==> src/pfr_pkg.sv <==
// Purpose: shared constants and carriers for fault routing and counting
// Assumes: four pwm engines, one clock domain
// Notes: event vector layout is fixed by the index constants below
package pfr_pkg;

    ////////////////////////////////////////////////////////////////////////
    // Sizes
    localparam int N_ENG = 4;
    localparam int N_FMOD = 4;
    localparam int N_DCMP = 4;
    localparam int N_ACMP = 7;
    localparam int N_FPIN = 4;
    localparam int N_ENG_EVT = 5;
    localparam int N_CLKF = 2;
    localparam int ERR_W = 10;
    localparam int ACMP_REF_W = 7;

    ////////////////////////////////////////////////////////////////////////
    // Fault module slots inside one engine
    localparam int FM_CYC = 0;
    localparam int FM_BOTH = 1;
    localparam int FM_A = 2;
    localparam int FM_B = 3;

    ////////////////////////////////////////////////////////////////////////
    // Event vector positions
    localparam int EV_DCMP = 0;
    localparam int EV_ACMP = EV_DCMP + N_DCMP;
    localparam int EV_FPIN = EV_ACMP + N_ACMP;
    localparam int EV_ENG = EV_FPIN + N_FPIN;
    localparam int EV_CLKF = EV_ENG + N_ENG * N_ENG_EVT;
    localparam int EV_DCM = EV_CLKF + N_CLKF;
    localparam int N_EV = EV_DCM + 1;

    ////////////////////////////////////////////////////////////////////////
    // Asynchronous input positions in the synchroniser
    localparam int AS_ACMP = 0;
    localparam int AS_FPIN = AS_ACMP + N_ACMP;
    localparam int AS_CLKF = AS_FPIN + N_FPIN;
    localparam int AS_PCM = AS_CLKF + N_CLKF;
    localparam int N_ASYNC = AS_PCM + N_ENG;

    ////////////////////////////////////////////////////////////////////////
    // Reset values
    localparam logic RST_FLAG = 1'b0;
    localparam logic RST_SYNC = 1'b0;

    ////////////////////////////////////////////////////////////////////////
    // Carriers
    typedef struct packed {
        logic cur_limit;
        logic over_volt;
        logic ext_a;
        logic ext_b;
        logic ideal_diode_emulation;
    } pfr_eng_evt_t;

    typedef struct packed {
        logic en;
        logic inv;
    } pfr_pin_cfg_t;

    typedef struct packed {
        logic en;
        logic above;
        logic [ERR_W-1:0] thresh;
    } pfr_dcmp_cfg_t;

endpackage : pfr_pkg

==> src/pfr_fault_mod.sv <==
// Purpose: one counting fault module, shared by all four engine slots
// Assumes: cycle start is a one-cycle pulse from the pwm engine
// Notes: flag clears only while the channel enable is low
`timescale 1ns/1ns
`default_nettype none
module pfr_fault_mod #(
    parameter int CNT_W = 4
) (
    // Clock and reset
    input wire logic i_ref_clk,
    input wire logic i_resetn,
    input wire logic i_ce,
    // Engine control
    input wire logic i_fault_en,
    input wire logic i_chan_en,
    input wire logic i_cycle_start,
    // Fault input and limit
    input wire logic i_fault,
    input wire logic [CNT_W-1:0] i_max_count,
    // Result
    output logic o_hit,
    output logic o_flag
);
    import pfr_pkg::*;

    logic seen_q, seen_d;
    logic flag_q, flag_d;
    logic [CNT_W:0] cnt_q, cnt_d;
    logic [CNT_W:0] base;
    logic hit;

    ////////////////////////////////////////////////////////////////////////
    always_comb begin
        seen_d = seen_q;
        flag_d = flag_q;
        cnt_d = cnt_q;
        base = (i_cycle_start && !seen_q) ? '0 : cnt_q;
        hit = i_fault_en && i_fault && (i_cycle_start || !seen_q);
        if (!i_chan_en) begin
            seen_d = 1'b0;
            flag_d = RST_FLAG;
            cnt_d = '0;
        end else begin
            if (i_cycle_start) begin
                seen_d = 1'b0;
                cnt_d = base;
            end
            if (hit) begin
                seen_d = 1'b1;
                // Saturate so a long run never wraps back under the limit
                cnt_d = (&base) ? base : base + 1'b1;
            end
            if (hit && (cnt_d > {1'b0, i_max_count})) begin
                flag_d = 1'b1;
            end
        end
    end

    always_ff @(posedge i_ref_clk or negedge i_resetn) begin
        if (!i_resetn) begin
            seen_q <= 1'b0;
            flag_q <= RST_FLAG;
            cnt_q <= '0;
        end else if (i_ce) begin
            seen_q <= seen_d;
            flag_q <= flag_d;
            cnt_q <= cnt_d;
        end
    end

    assign o_hit = hit;
    assign o_flag = flag_q;

endmodule : pfr_fault_mod
`default_nettype wire

==> src/pfr_fault_route.sv <==
// Purpose: route fault sources to the fault modules of four pwm engines
// Assumes: comparator, pin and clock-monitor levels are asynchronous
// Notes: routed events are registered once before the fault modules
//
// Function
// - Four fault modules in every engine
// - Identical modules, only attachment differs
// - Detect at once, count once per cycle
// - Flag when consecutive count exceeds limit
// - Flag holds until channel enable low
// - One channel enable clears all four
// - One fault enable for all four
// - Many sources may feed one input
// - One source may feed every engine
// - Each input selects any event combination
// - One cycle-by-cycle block per engine
// - Four threshold comparators on converter results
// - Seven analog comparators with thresholds, faults
// - Fault pins with enable and polarity
// - Five selectable fault events per engine
// - Fast and slow oscillator failure sources
// - Discontinuous conduction detection is routable
`timescale 1ns/1ns
`default_nettype none
module pfr_fault_route #(
    parameter int CNT_W = 4
) (
    // Clock, reset, enable
    input wire logic i_ref_clk,
    input wire logic i_resetn,
    input wire logic i_ce,
    // Engine control
    input wire logic [pfr_pkg::N_ENG-1:0] i_fault_en,
    input wire logic [pfr_pkg::N_ENG-1:0] i_chan_en,
    input wire logic [pfr_pkg::N_ENG-1:0] i_cycle_start,
    // Error converter comparators
    input wire logic [pfr_pkg::N_DCMP-1:0][pfr_pkg::ERR_W-1:0] i_err,
    input wire logic [pfr_pkg::N_DCMP-1:0] i_err_valid,
    input wire pfr_pkg::pfr_dcmp_cfg_t [pfr_pkg::N_DCMP-1:0] i_dcmp_cfg,
    // Analog comparators
    input wire logic [pfr_pkg::N_ACMP-1:0] i_acmp_raw,
    input wire pfr_pkg::pfr_pin_cfg_t [pfr_pkg::N_ACMP-1:0] i_acmp_cfg,
    input wire logic [pfr_pkg::N_ACMP-1:0][pfr_pkg::ACMP_REF_W-1:0]
        i_acmp_thresh,
    // External fault pins
    input wire logic [pfr_pkg::N_FPIN-1:0] i_fpin_raw,
    input wire pfr_pkg::pfr_pin_cfg_t [pfr_pkg::N_FPIN-1:0] i_fpin_cfg,
    // Engine events
    input wire pfr_pkg::pfr_eng_evt_t [pfr_pkg::N_ENG-1:0] i_eng_evt,
    input wire pfr_pkg::pfr_eng_evt_t [pfr_pkg::N_ENG-1:0] i_eng_evt_en,
    // Oscillator failure and conduction mode
    input wire logic [pfr_pkg::N_CLKF-1:0] i_clk_fail_raw,
    input wire logic [pfr_pkg::N_CLKF-1:0] i_clk_fail_en,
    input wire logic i_dcm_det,
    input wire logic i_dcm_en,
    // Peak current cycle-by-cycle
    input wire logic [pfr_pkg::N_ENG-1:0] i_pcm_trip_raw,
    input wire logic [pfr_pkg::N_ENG-1:0] i_cbc_en,
    input wire logic [pfr_pkg::N_ENG-1:0] i_cbc_match_b,
    // Routing and limits
    input wire logic [pfr_pkg::N_ENG-1:0][pfr_pkg::N_FMOD-1:0]
        [pfr_pkg::N_EV-1:0] i_fault_sel,
    input wire logic [pfr_pkg::N_ENG-1:0][pfr_pkg::N_FMOD-1:0]
        [CNT_W-1:0] i_max_count,
    // Results
    output logic [pfr_pkg::N_ENG-1:0][pfr_pkg::N_FMOD-1:0] o_fault_flag,
    output logic [pfr_pkg::N_ENG-1:0] o_kill_a,
    output logic [pfr_pkg::N_ENG-1:0] o_kill_b,
    output logic [pfr_pkg::N_ENG-1:0] o_cbc_trunc,
    output logic [pfr_pkg::N_EV-1:0] o_event,
    output logic [pfr_pkg::N_ACMP-1:0][pfr_pkg::ACMP_REF_W-1:0] o_acmp_ref
);
    import pfr_pkg::*;

    ////////////////////////////////////////////////////////////////////////
    // Elaboration checks
    if (CNT_W < 1 || CNT_W > 16) begin : g_chk_cnt
        $error("CNT_W must lie between 1 and 16");
    end

    ////////////////////////////////////////////////////////////////////////
    // Synchroniser for asynchronous levels
    logic [N_ASYNC-1:0] raw;
    logic [N_ASYNC-1:0] s1_q, s2_q, s3_q;
    logic [N_ASYNC-1:0] flt_q, flt_d;
    logic [N_ASYNC-1:0] agree;

    assign raw = {i_pcm_trip_raw, i_clk_fail_raw, i_fpin_raw, i_acmp_raw};

    // A change is taken only once the two late stages agree
    always_comb begin
        agree = ~(s2_q ^ s3_q);
        flt_d = (agree & s2_q) | (~agree & flt_q);
    end

    always_ff @(posedge i_ref_clk or negedge i_resetn) begin
        if (!i_resetn) begin
            s1_q <= {N_ASYNC{RST_SYNC}};
            s2_q <= {N_ASYNC{RST_SYNC}};
            s3_q <= {N_ASYNC{RST_SYNC}};
            flt_q <= {N_ASYNC{RST_SYNC}};
        end else if (i_ce) begin
            s1_q <= raw;
            s2_q <= s1_q;
            s3_q <= s2_q;
            flt_q <= flt_d;
        end
    end

    ////////////////////////////////////////////////////////////////////////
    // Event sources
    logic [N_DCMP-1:0] dcmp_q, dcmp_d;
    logic [N_EV-1:0] ev_q, ev_d;
    logic [N_ACMP-1:0][ACMP_REF_W-1:0] aref_q, aref_d;
    logic [N_ACMP-1:0] acmp_s;
    logic [N_FPIN-1:0] fpin_s;
    logic [N_CLKF-1:0] clkf_s;
    logic [N_ENG-1:0] pcm_s;

    assign acmp_s = flt_q[AS_ACMP +: N_ACMP];
    assign fpin_s = flt_q[AS_FPIN +: N_FPIN];
    assign clkf_s = flt_q[AS_CLKF +: N_CLKF];
    assign pcm_s = flt_q[AS_PCM +: N_ENG];

    always_comb begin
        dcmp_d = dcmp_q;
        ev_d = '0;
        // Thresholds pass to the analog references through a flop
        aref_d = i_acmp_thresh;
        for (int i = 0; i < N_DCMP; i++) begin
            if (!i_dcmp_cfg[i].en) begin
                dcmp_d[i] = 1'b0;
            end else if (i_err_valid[i]) begin
                // Result holds between samples so a trip lasts a sample
                dcmp_d[i] = i_dcmp_cfg[i].above ?
                    ($signed(i_err[i]) > $signed(i_dcmp_cfg[i].thresh)) :
                    ($signed(i_err[i]) < $signed(i_dcmp_cfg[i].thresh));
            end
        end
        ev_d[EV_DCMP +: N_DCMP] = dcmp_q;
        for (int i = 0; i < N_ACMP; i++) begin
            ev_d[EV_ACMP + i] = i_acmp_cfg[i].en &
                (acmp_s[i] ^ i_acmp_cfg[i].inv);
        end
        for (int i = 0; i < N_FPIN; i++) begin
            ev_d[EV_FPIN + i] = i_fpin_cfg[i].en &
                (fpin_s[i] ^ i_fpin_cfg[i].inv);
        end
        for (int e = 0; e < N_ENG; e++) begin
            ev_d[EV_ENG + e * N_ENG_EVT +: N_ENG_EVT] =
                i_eng_evt[e] & i_eng_evt_en[e];
        end
        ev_d[EV_CLKF +: N_CLKF] = clkf_s & i_clk_fail_en;
        ev_d[EV_DCM] = i_dcm_det & i_dcm_en;
    end

    always_ff @(posedge i_ref_clk or negedge i_resetn) begin
        if (!i_resetn) begin
            dcmp_q <= '0;
            ev_q <= '0;
            aref_q <= '0;
        end else if (i_ce) begin
            dcmp_q <= dcmp_d;
            ev_q <= ev_d;
            aref_q <= aref_d;
        end
    end

    assign o_event = ev_q;
    assign o_acmp_ref = aref_q;

    ////////////////////////////////////////////////////////////////////////
    // Fault modules
    logic [N_ENG-1:0][N_FMOD-1:0] fin;
    logic [N_ENG-1:0][N_FMOD-1:0] flag_w;
    logic [N_ENG-1:0][N_FMOD-1:0] hit_w;
    logic [N_ENG-1:0] pcm_hit;

    assign pcm_hit = pcm_s & i_cbc_en & i_chan_en;

    for (genvar e = 0; e < N_ENG; e++) begin : g_eng
        for (genvar m = 0; m < N_FMOD; m++) begin : g_fm
            logic sel_any;
            assign sel_any = |(ev_q & i_fault_sel[e][m]);
            if (m == FM_CYC) begin : g_cyc
                assign fin[e][m] = sel_any | pcm_hit[e];
            end else begin : g_oth
                assign fin[e][m] = sel_any;
            end
            pfr_fault_mod #(
                .CNT_W(CNT_W)
            ) u_fm (
                .i_ref_clk(i_ref_clk),
                .i_resetn(i_resetn),
                .i_ce(i_ce),
                .i_fault_en(i_fault_en[e]),
                .i_chan_en(i_chan_en[e]),
                .i_cycle_start(i_cycle_start[e]),
                .i_fault(fin[e][m]),
                .i_max_count(i_max_count[e][m]),
                .o_hit(hit_w[e][m]),
                .o_flag(flag_w[e][m])
            );
        end
    end

    assign o_fault_flag = flag_w;

    ////////////////////////////////////////////////////////////////////////
    // Cycle-by-cycle block and output attachment
    logic [N_ENG-1:0] trunc_q, trunc_d;
    logic [N_ENG-1:0] kill_a_q, kill_a_d;
    logic [N_ENG-1:0] kill_b_q, kill_b_d;

    always_comb begin
        trunc_d = trunc_q;
        kill_a_d = '0;
        kill_b_d = '0;
        for (int e = 0; e < N_ENG; e++) begin
            if (!i_chan_en[e] || i_cycle_start[e]) begin
                trunc_d[e] = 1'b0;
            end
            // A trip in the start cycle still truncates the new pulse
            if (pcm_hit[e]) begin
                trunc_d[e] = 1'b1;
            end
            kill_a_d[e] = flag_w[e][FM_CYC] | flag_w[e][FM_BOTH] |
                flag_w[e][FM_A] | trunc_d[e];
            // B may copy the truncated A pulse to keep a half bridge even
            kill_b_d[e] = flag_w[e][FM_CYC] | flag_w[e][FM_BOTH] |
                flag_w[e][FM_B] | (trunc_d[e] & i_cbc_match_b[e]);
        end
    end

    always_ff @(posedge i_ref_clk or negedge i_resetn) begin
        if (!i_resetn) begin
            trunc_q <= '0;
            kill_a_q <= '0;
            kill_b_q <= '0;
        end else if (i_ce) begin
            trunc_q <= trunc_d;
            kill_a_q <= kill_a_d;
            kill_b_q <= kill_b_d;
        end
    end

    assign o_cbc_trunc = trunc_q;
    assign o_kill_a = kill_a_q;
    assign o_kill_b = kill_b_q;

endmodule : pfr_fault_route
`default_nettype wire

==> config.mk <==
export PLATFORM = sky130hd
export DESIGN_NAME = pfr_fault_route
export DESIGN_NICKNAME = d
export VERILOG_FILES = /design/src/pfr_pkg.sv /design/src/pfr_fault_mod.sv /design/src/pfr_fault_route.sv
export SDC_FILE = /design/constraint.sdc
export NUM_CORES = 1
export LEC_CHECK = 0
export BUFFER_PORTS_ARGS = -buffer_cell sky130_fd_sc_hd__buf_2
export CORE_AREA = 2 2 400 402
export CTS_BUF_LIST = sky130_fd_sc_hd__clkbuf_8
export CTS_CLUSTER_DIAMETER = 30
export CTS_CLUSTER_SIZE = 25
export DETAILED_ROUTE_END_ITERATION = 12
export DIE_AREA = 0 0 402 404
export PLACE_DENSITY = 0.34
export SLEW_MARGIN = 10
export SYNTH_ARGS = -nofsm -noshare
export SYNTH_HDL_FRONTEND = slang
export SYNTH_SLANG_ARGS = --single-unit
==> constraint.sdc <==
create_clock -name i_ref_clk -period 3.2 [get_ports i_ref_clk]
set_input_delay 0.64 -clock i_ref_clk [delete_from_list [all_inputs] [get_ports i_ref_clk]]
set_output_delay 0.64 -clock i_ref_clk [all_outputs]
set_load 0.01 [all_outputs]
==> flow_summary_export.csv <==
group,metric,value,unit
cts,clkSlewWorstSetupHoldPaths,0.05,ns
logic_synthesis,synth_nets,3317,
routing,dr_total_vias,26410,
logic_synthesis,syn-instance-count,2278,
logic_synthesis,syn_avg_cell_area,9.052,sq um
routing,drt_wl_total,180500,microns
critical_path,cp.depth,17,
critical_path,critPathCapture,"g_eng[3].g_fm[2].u_fm.o_flag",
timing,worst_slew_pin_slew,0.6890,ns
logic_synthesis,ys_ff_latch,283,
critical_path,max_stage_delay,0.41,ns
routing,drt_iter0_drc,1827,
timing,finalMaxSlewViolations,0,
run_status,violations,"setup timing",
cts,htree_levels,3,
critical_path,reg2reg_depth,17,
grt,grt_max_degree,84,
floorplanning,die_h,404,microns
grt,grt_pass1_vias,27470,
cts,cts_buffers,112,
cells_and_area,drive_above_1_share,52.93,%
timing,fin_crit_sh,115.1,%
timing,clock-skew-final,0.08354,ns
critical_path,critical_path_required,3.85,ns
worst_hold_path,min_path_type,"input pin to flop",
power,cellLeakagePower,17.67,nW
power,ir_drop,0.3596,mV
grt,antenna_found_initial,81,
cts,clock-sinks,283,
timing,setup_viol,16,
critical_path,startpoint,"o_event[21]",
grt,grt_pass1_wl,237400,microns
critical_path,crit_fanout,6,
routing,ant_nets,0,
cts,cts-root-buf,"clkbuf_8",
critical_path,r2r-start,"o_event[21]",
critical_path,crit_type,"flop to flop",
cts,cts_tree,"yes",
job,max_cap_violations,0,
timing,period_minus_slack,3.684,ns
critical_path,cp_slowest_cell,"dfrtp_2",
place,dpl.hpwl,151300,microns
critical_path,cp.arrival,4.33,ns
place,io_buffers,1033,
timing,rsz0062_at_grt,"true",
floorplanning,fp-row-count,146,
logic_synthesis,synth-seq-area-share,34.34,%
timing,slew_headroom,52.88,%
floorplanning,die_w,402,microns
critical_path,crit_path_start_kind,"flop",
routing,routedWlPerCell,30.01,microns
critical_path,r2r-end,"g_eng[3].g_fm[2].u_fm.o_flag",
run_status,status,"finished, violations left",
critical_path,path_cells,"buf_12, buf_12, a22o_1, a221oi_2, nand4_1, buf_6, o31a_1, and2_4, mux2_4, ha_4, nor2b_4, o21ai_2, nand2b_1, a21oi_1, a41o_1, nand2_2, a22o_1",
routing,remaining_drc_errors,0,
logic_synthesis,synth_top_family_by_area,"compound AO/OA/AOI/OAI gates",
cells_and_area,postLayoutCoreUtil,23.41,%
logic_synthesis,synth_xor_area_share,1.656,%
cells_and_area,nets,4865,
routing,vias_per_cell,4.392,
logic_synthesis,syn_area,0.02062,sq mm
power,p_total,19.18,mW
timing,setup_ws,-0.4835,ns
critical_path,path_buf_inv,3,
logic_synthesis,muxShareOfSynthArea,6.480,%
logic_synthesis,yosysWarnings,0,
floorplanning,start_util,13.07,%
place,pre_cts_ws,-0.9464,ns
cells_and_area,area_growth,79.19,%
logic_synthesis,synth-adder-area-share,7.281,%
floorplanning,io-pin-count,1034,
place,place.gp.congestion,0.9901,
routing,drt_pass1_iterations,5,
timing,finalHoldViolations,0,
floorplanning,core_area,0.1578,sq mm
grt,grt.overflow.total,0,
logic_synthesis,synth_edf_count,0,
critical_path,rrSetupSlack,-0.48,ns
cts,clkLatencyLatePin,0.82,ns
power,p_per_area,519.0,mW/mm^2
logic_synthesis,netlist-cell-type-count,76,
critical_path,crit_family,"compound AO/OA/AOI/OAI gates",
critical_path,worst_setup_path_end_kind,"flop",
timing,fmax,271.5,MHz
logic_synthesis,synth_compound_area_share,27.21,%
logic_synthesis,yosys.area_share.simple,14.99,%
logic_synthesis,synth-main-ff-cell,"dfrtp_1",
floorplanning,dieArea,0.1624,sq mm
cts,clockBufferDepth,3,
logic_synthesis,postSynth.asyncResetShare,100.0,%
grt,track_usage,21.56,%
==> per-layer routing <==
metal | vias to the layer above | GRT usage, % | part of all wire, %
li1 | 11800 | - | -
met1 | 12930 | 26.20 | 41
met2 | 1280 | 36.19 | 47
met3 | 345 | 5.580 | 7.5
met4 | 46 | 8.534 | 4.4
met5 | - | 0 | 0.17
==> worst register-to-register path, stage by stage (launching register included) <==
cell and delay [ns]:
dfrtp_2 0.41, buf_12 0.16, buf_12 0.17, a22o_1 0.21, a221oi_2 0.27, nand4_1 0.30, buf_6 0.23, o31a_1 0.28
and2_4 0.16, mux2_4 0.31, ha_4 0.22, nor2b_4 0.12, o21ai_2 0.10, nand2b_1 0.06, a21oi_1 0.12, a41o_1 0.15
nand2_2 0.07, a22o_1 0.18
==> Yosys cell counts (7+ instances only) <==
master | n | area [sq um]
nand2b_1 | 30 | 187.7
a21oi_1 | 88 | 440.4
a22oi_1 | 161 | 1209
o211ai_1 | 19 | 142.6
buf_6 | 34 | 382.9
nand3_1 | 92 | 460.4
mux2_1 | 8 | 90.09
mux2_2 | 96 | 1081
and4_1 | 16 | 140.1
a221o_1 | 13 | 130.1
dfrtp_1 | 283 | 7082
xnor2_1 | 32 | 280.3
buf_1 | 10 | 37.54
nand4_1 | 59 | 369.1
o221ai_1 | 12 | 105.1
a31oi_1 | 20 | 125.1
buf_4 | 19 | 142.6
nor3_1 | 24 | 120.1
nand2_1 | 198 | 743.2
ha_1 | 120 | 1501
inv_1 | 168 | 630.6
and3_1 | 22 | 137.6
nor2_1 | 59 | 221.5
buf_2 | 48 | 240.2
a22o_1 | 104 | 910.9
a221oi_1 | 75 | 656.9
clkbuf_1 | 59 | 221.5
nor2b_1 | 44 | 275.3
mux2i_1 | 15 | 150.1
xor2_1 | 7 | 61.31
a41oi_1 | 9 | 78.83
o2bb2ai_1 | 21 | 183.9
nor4_1 | 10 | 62.56
o21ai_0 | 157 | 785.8
a32o_1 | 16 | 160.2
and2_1 | 40 | 250.2
==> cells in the final DEF (no fill, tap or decap), types with 35 or more instances in the layout <==
| cell | Yosys | layout |
|---|---|---|
| mux2_2 | 96 | 94 |
| nor2b_1 | 44 | 35 |
| ha_1 | 120 | 98 |
| nor2_1 | 59 | 54 |
| buf_6 | 34 | 37 |
| nand2_1 | 198 | 188 |
| nand4_1 | 59 | 59 |
| a221oi_1 | 75 | 37 |
| inv_1 | 168 | 194 |
| a22oi_1 | 161 | 129 |
| dlygate4sd3_1 | 0 | 71 |
| buf_4 | 19 | 378 |
| buf_12 | 0 | 79 |
| nand3_1 | 92 | 89 |
| a22o_1 | 104 | 101 |
| o21ai_0 | 157 | 129 |
| a21oi_1 | 88 | 70 |
| dfrtp_1 | 283 | 246 |
| dfrtp_2 | 0 | 35 |
| clkbuf_8 | 0 | 150 |
| buf_2 | 48 | 1031 |
| a221oi_2 | 5 | 42 |
==> metrics by stage <==
step	cells	TNS, ns	hold WS [ns]	cell area [sq um]
6_report	6012	-5.319	0.1127	36950
5_1_grt	6001	-7.498	0.03761	36920
4_1_cts	5980	-6.762	0.002575	36260
3_5_place_dp	5672	-10.63	0.4684	31970
3_3_place_gp	5672	-10.25	0.4686	31970
2_1_floorplan	2278	-0.02066	0.3444	20860
==> report_power, final <==
group	switching, mW	internal (mW)	leakage (nW)
clock network	2.65	4.75	1.43
logic	3.99	3.23	12.7
registers	0.497	4.06	3.54
total	7.14	12.0	17.7
==> flip-flops by register name, indices dropped and copies added, names as in the netlist, named ones only <==
name and cells:
s3_q 17, g_eng.g_fm.u_fm.o_flag 16, s2_q 17, o_kill_b 4, o_cbc_trunc 4, s1_q 17
g_eng.g_fm.u_fm.cnt_q 80, o_event 38, dcmp_q 4, o_acmp_ref 49, o_kill_a 4, g_eng.g_fm.u_fm.seen_q 16
==> worst min-delay path by stage <==
stage | startpoint | end | slack (ns) | depth (start not counted)
floorplan | i_resetn | asynchronous set/reset pin | 0.34 | 0
global placement | g_eng[2].g_fm[3].u_fm.seen_q | g_eng[2].g_fm[3].u_fm.seen_q | 0.47 | 2
detailed placement | g_eng[2].g_fm[3].u_fm.seen_q | g_eng[2].g_fm[3].u_fm.seen_q | 0.47 | 2
CTS | i_eng_evt_en[18] | o_event[33] | 0.003 | 3
global route | i_pcm_trip_raw[1] | s1_q[14] | 0.04 | 2
finish | i_eng_evt_en[8] | o_event[23] | 0.11 | 3
==> layout make-up <==
cell class / count / area, sq um
clock buffer: 150 / 2064
multi-input combinational: 1656 / 13130
fill: 17660 / 120900
antenna: 18 / 45.04
inverter: 169 / 639.4
clock inverter: 60 / 523.0
timing repair buffer: 1604 / 10830
tap: 2072 / 2592
sequential: 283 / 7133
==> timing repair <==
action | CTS | global route
pin swaps | 83 | 111
hold buffers | 71 | 0
buffers inserted | 32 | 21
cloned | 1 | 0
gates resized for setup | 160 | 128
hold endpoints to repair | 111 | 0
setup endpoints to repair | 17 | 16
==> cells by family (layout without fill, tap and decap cells) <==
logic type	count (synthesis)	count (layout)
compound gates	769	769
simple gates	608	608
buf+inv	339	1983
flops	283	283
fa+ha+maj	120	120
mux	120	120
xor+xnor	39	39
other cells	0	18
(Power assumes the default switching activity.)
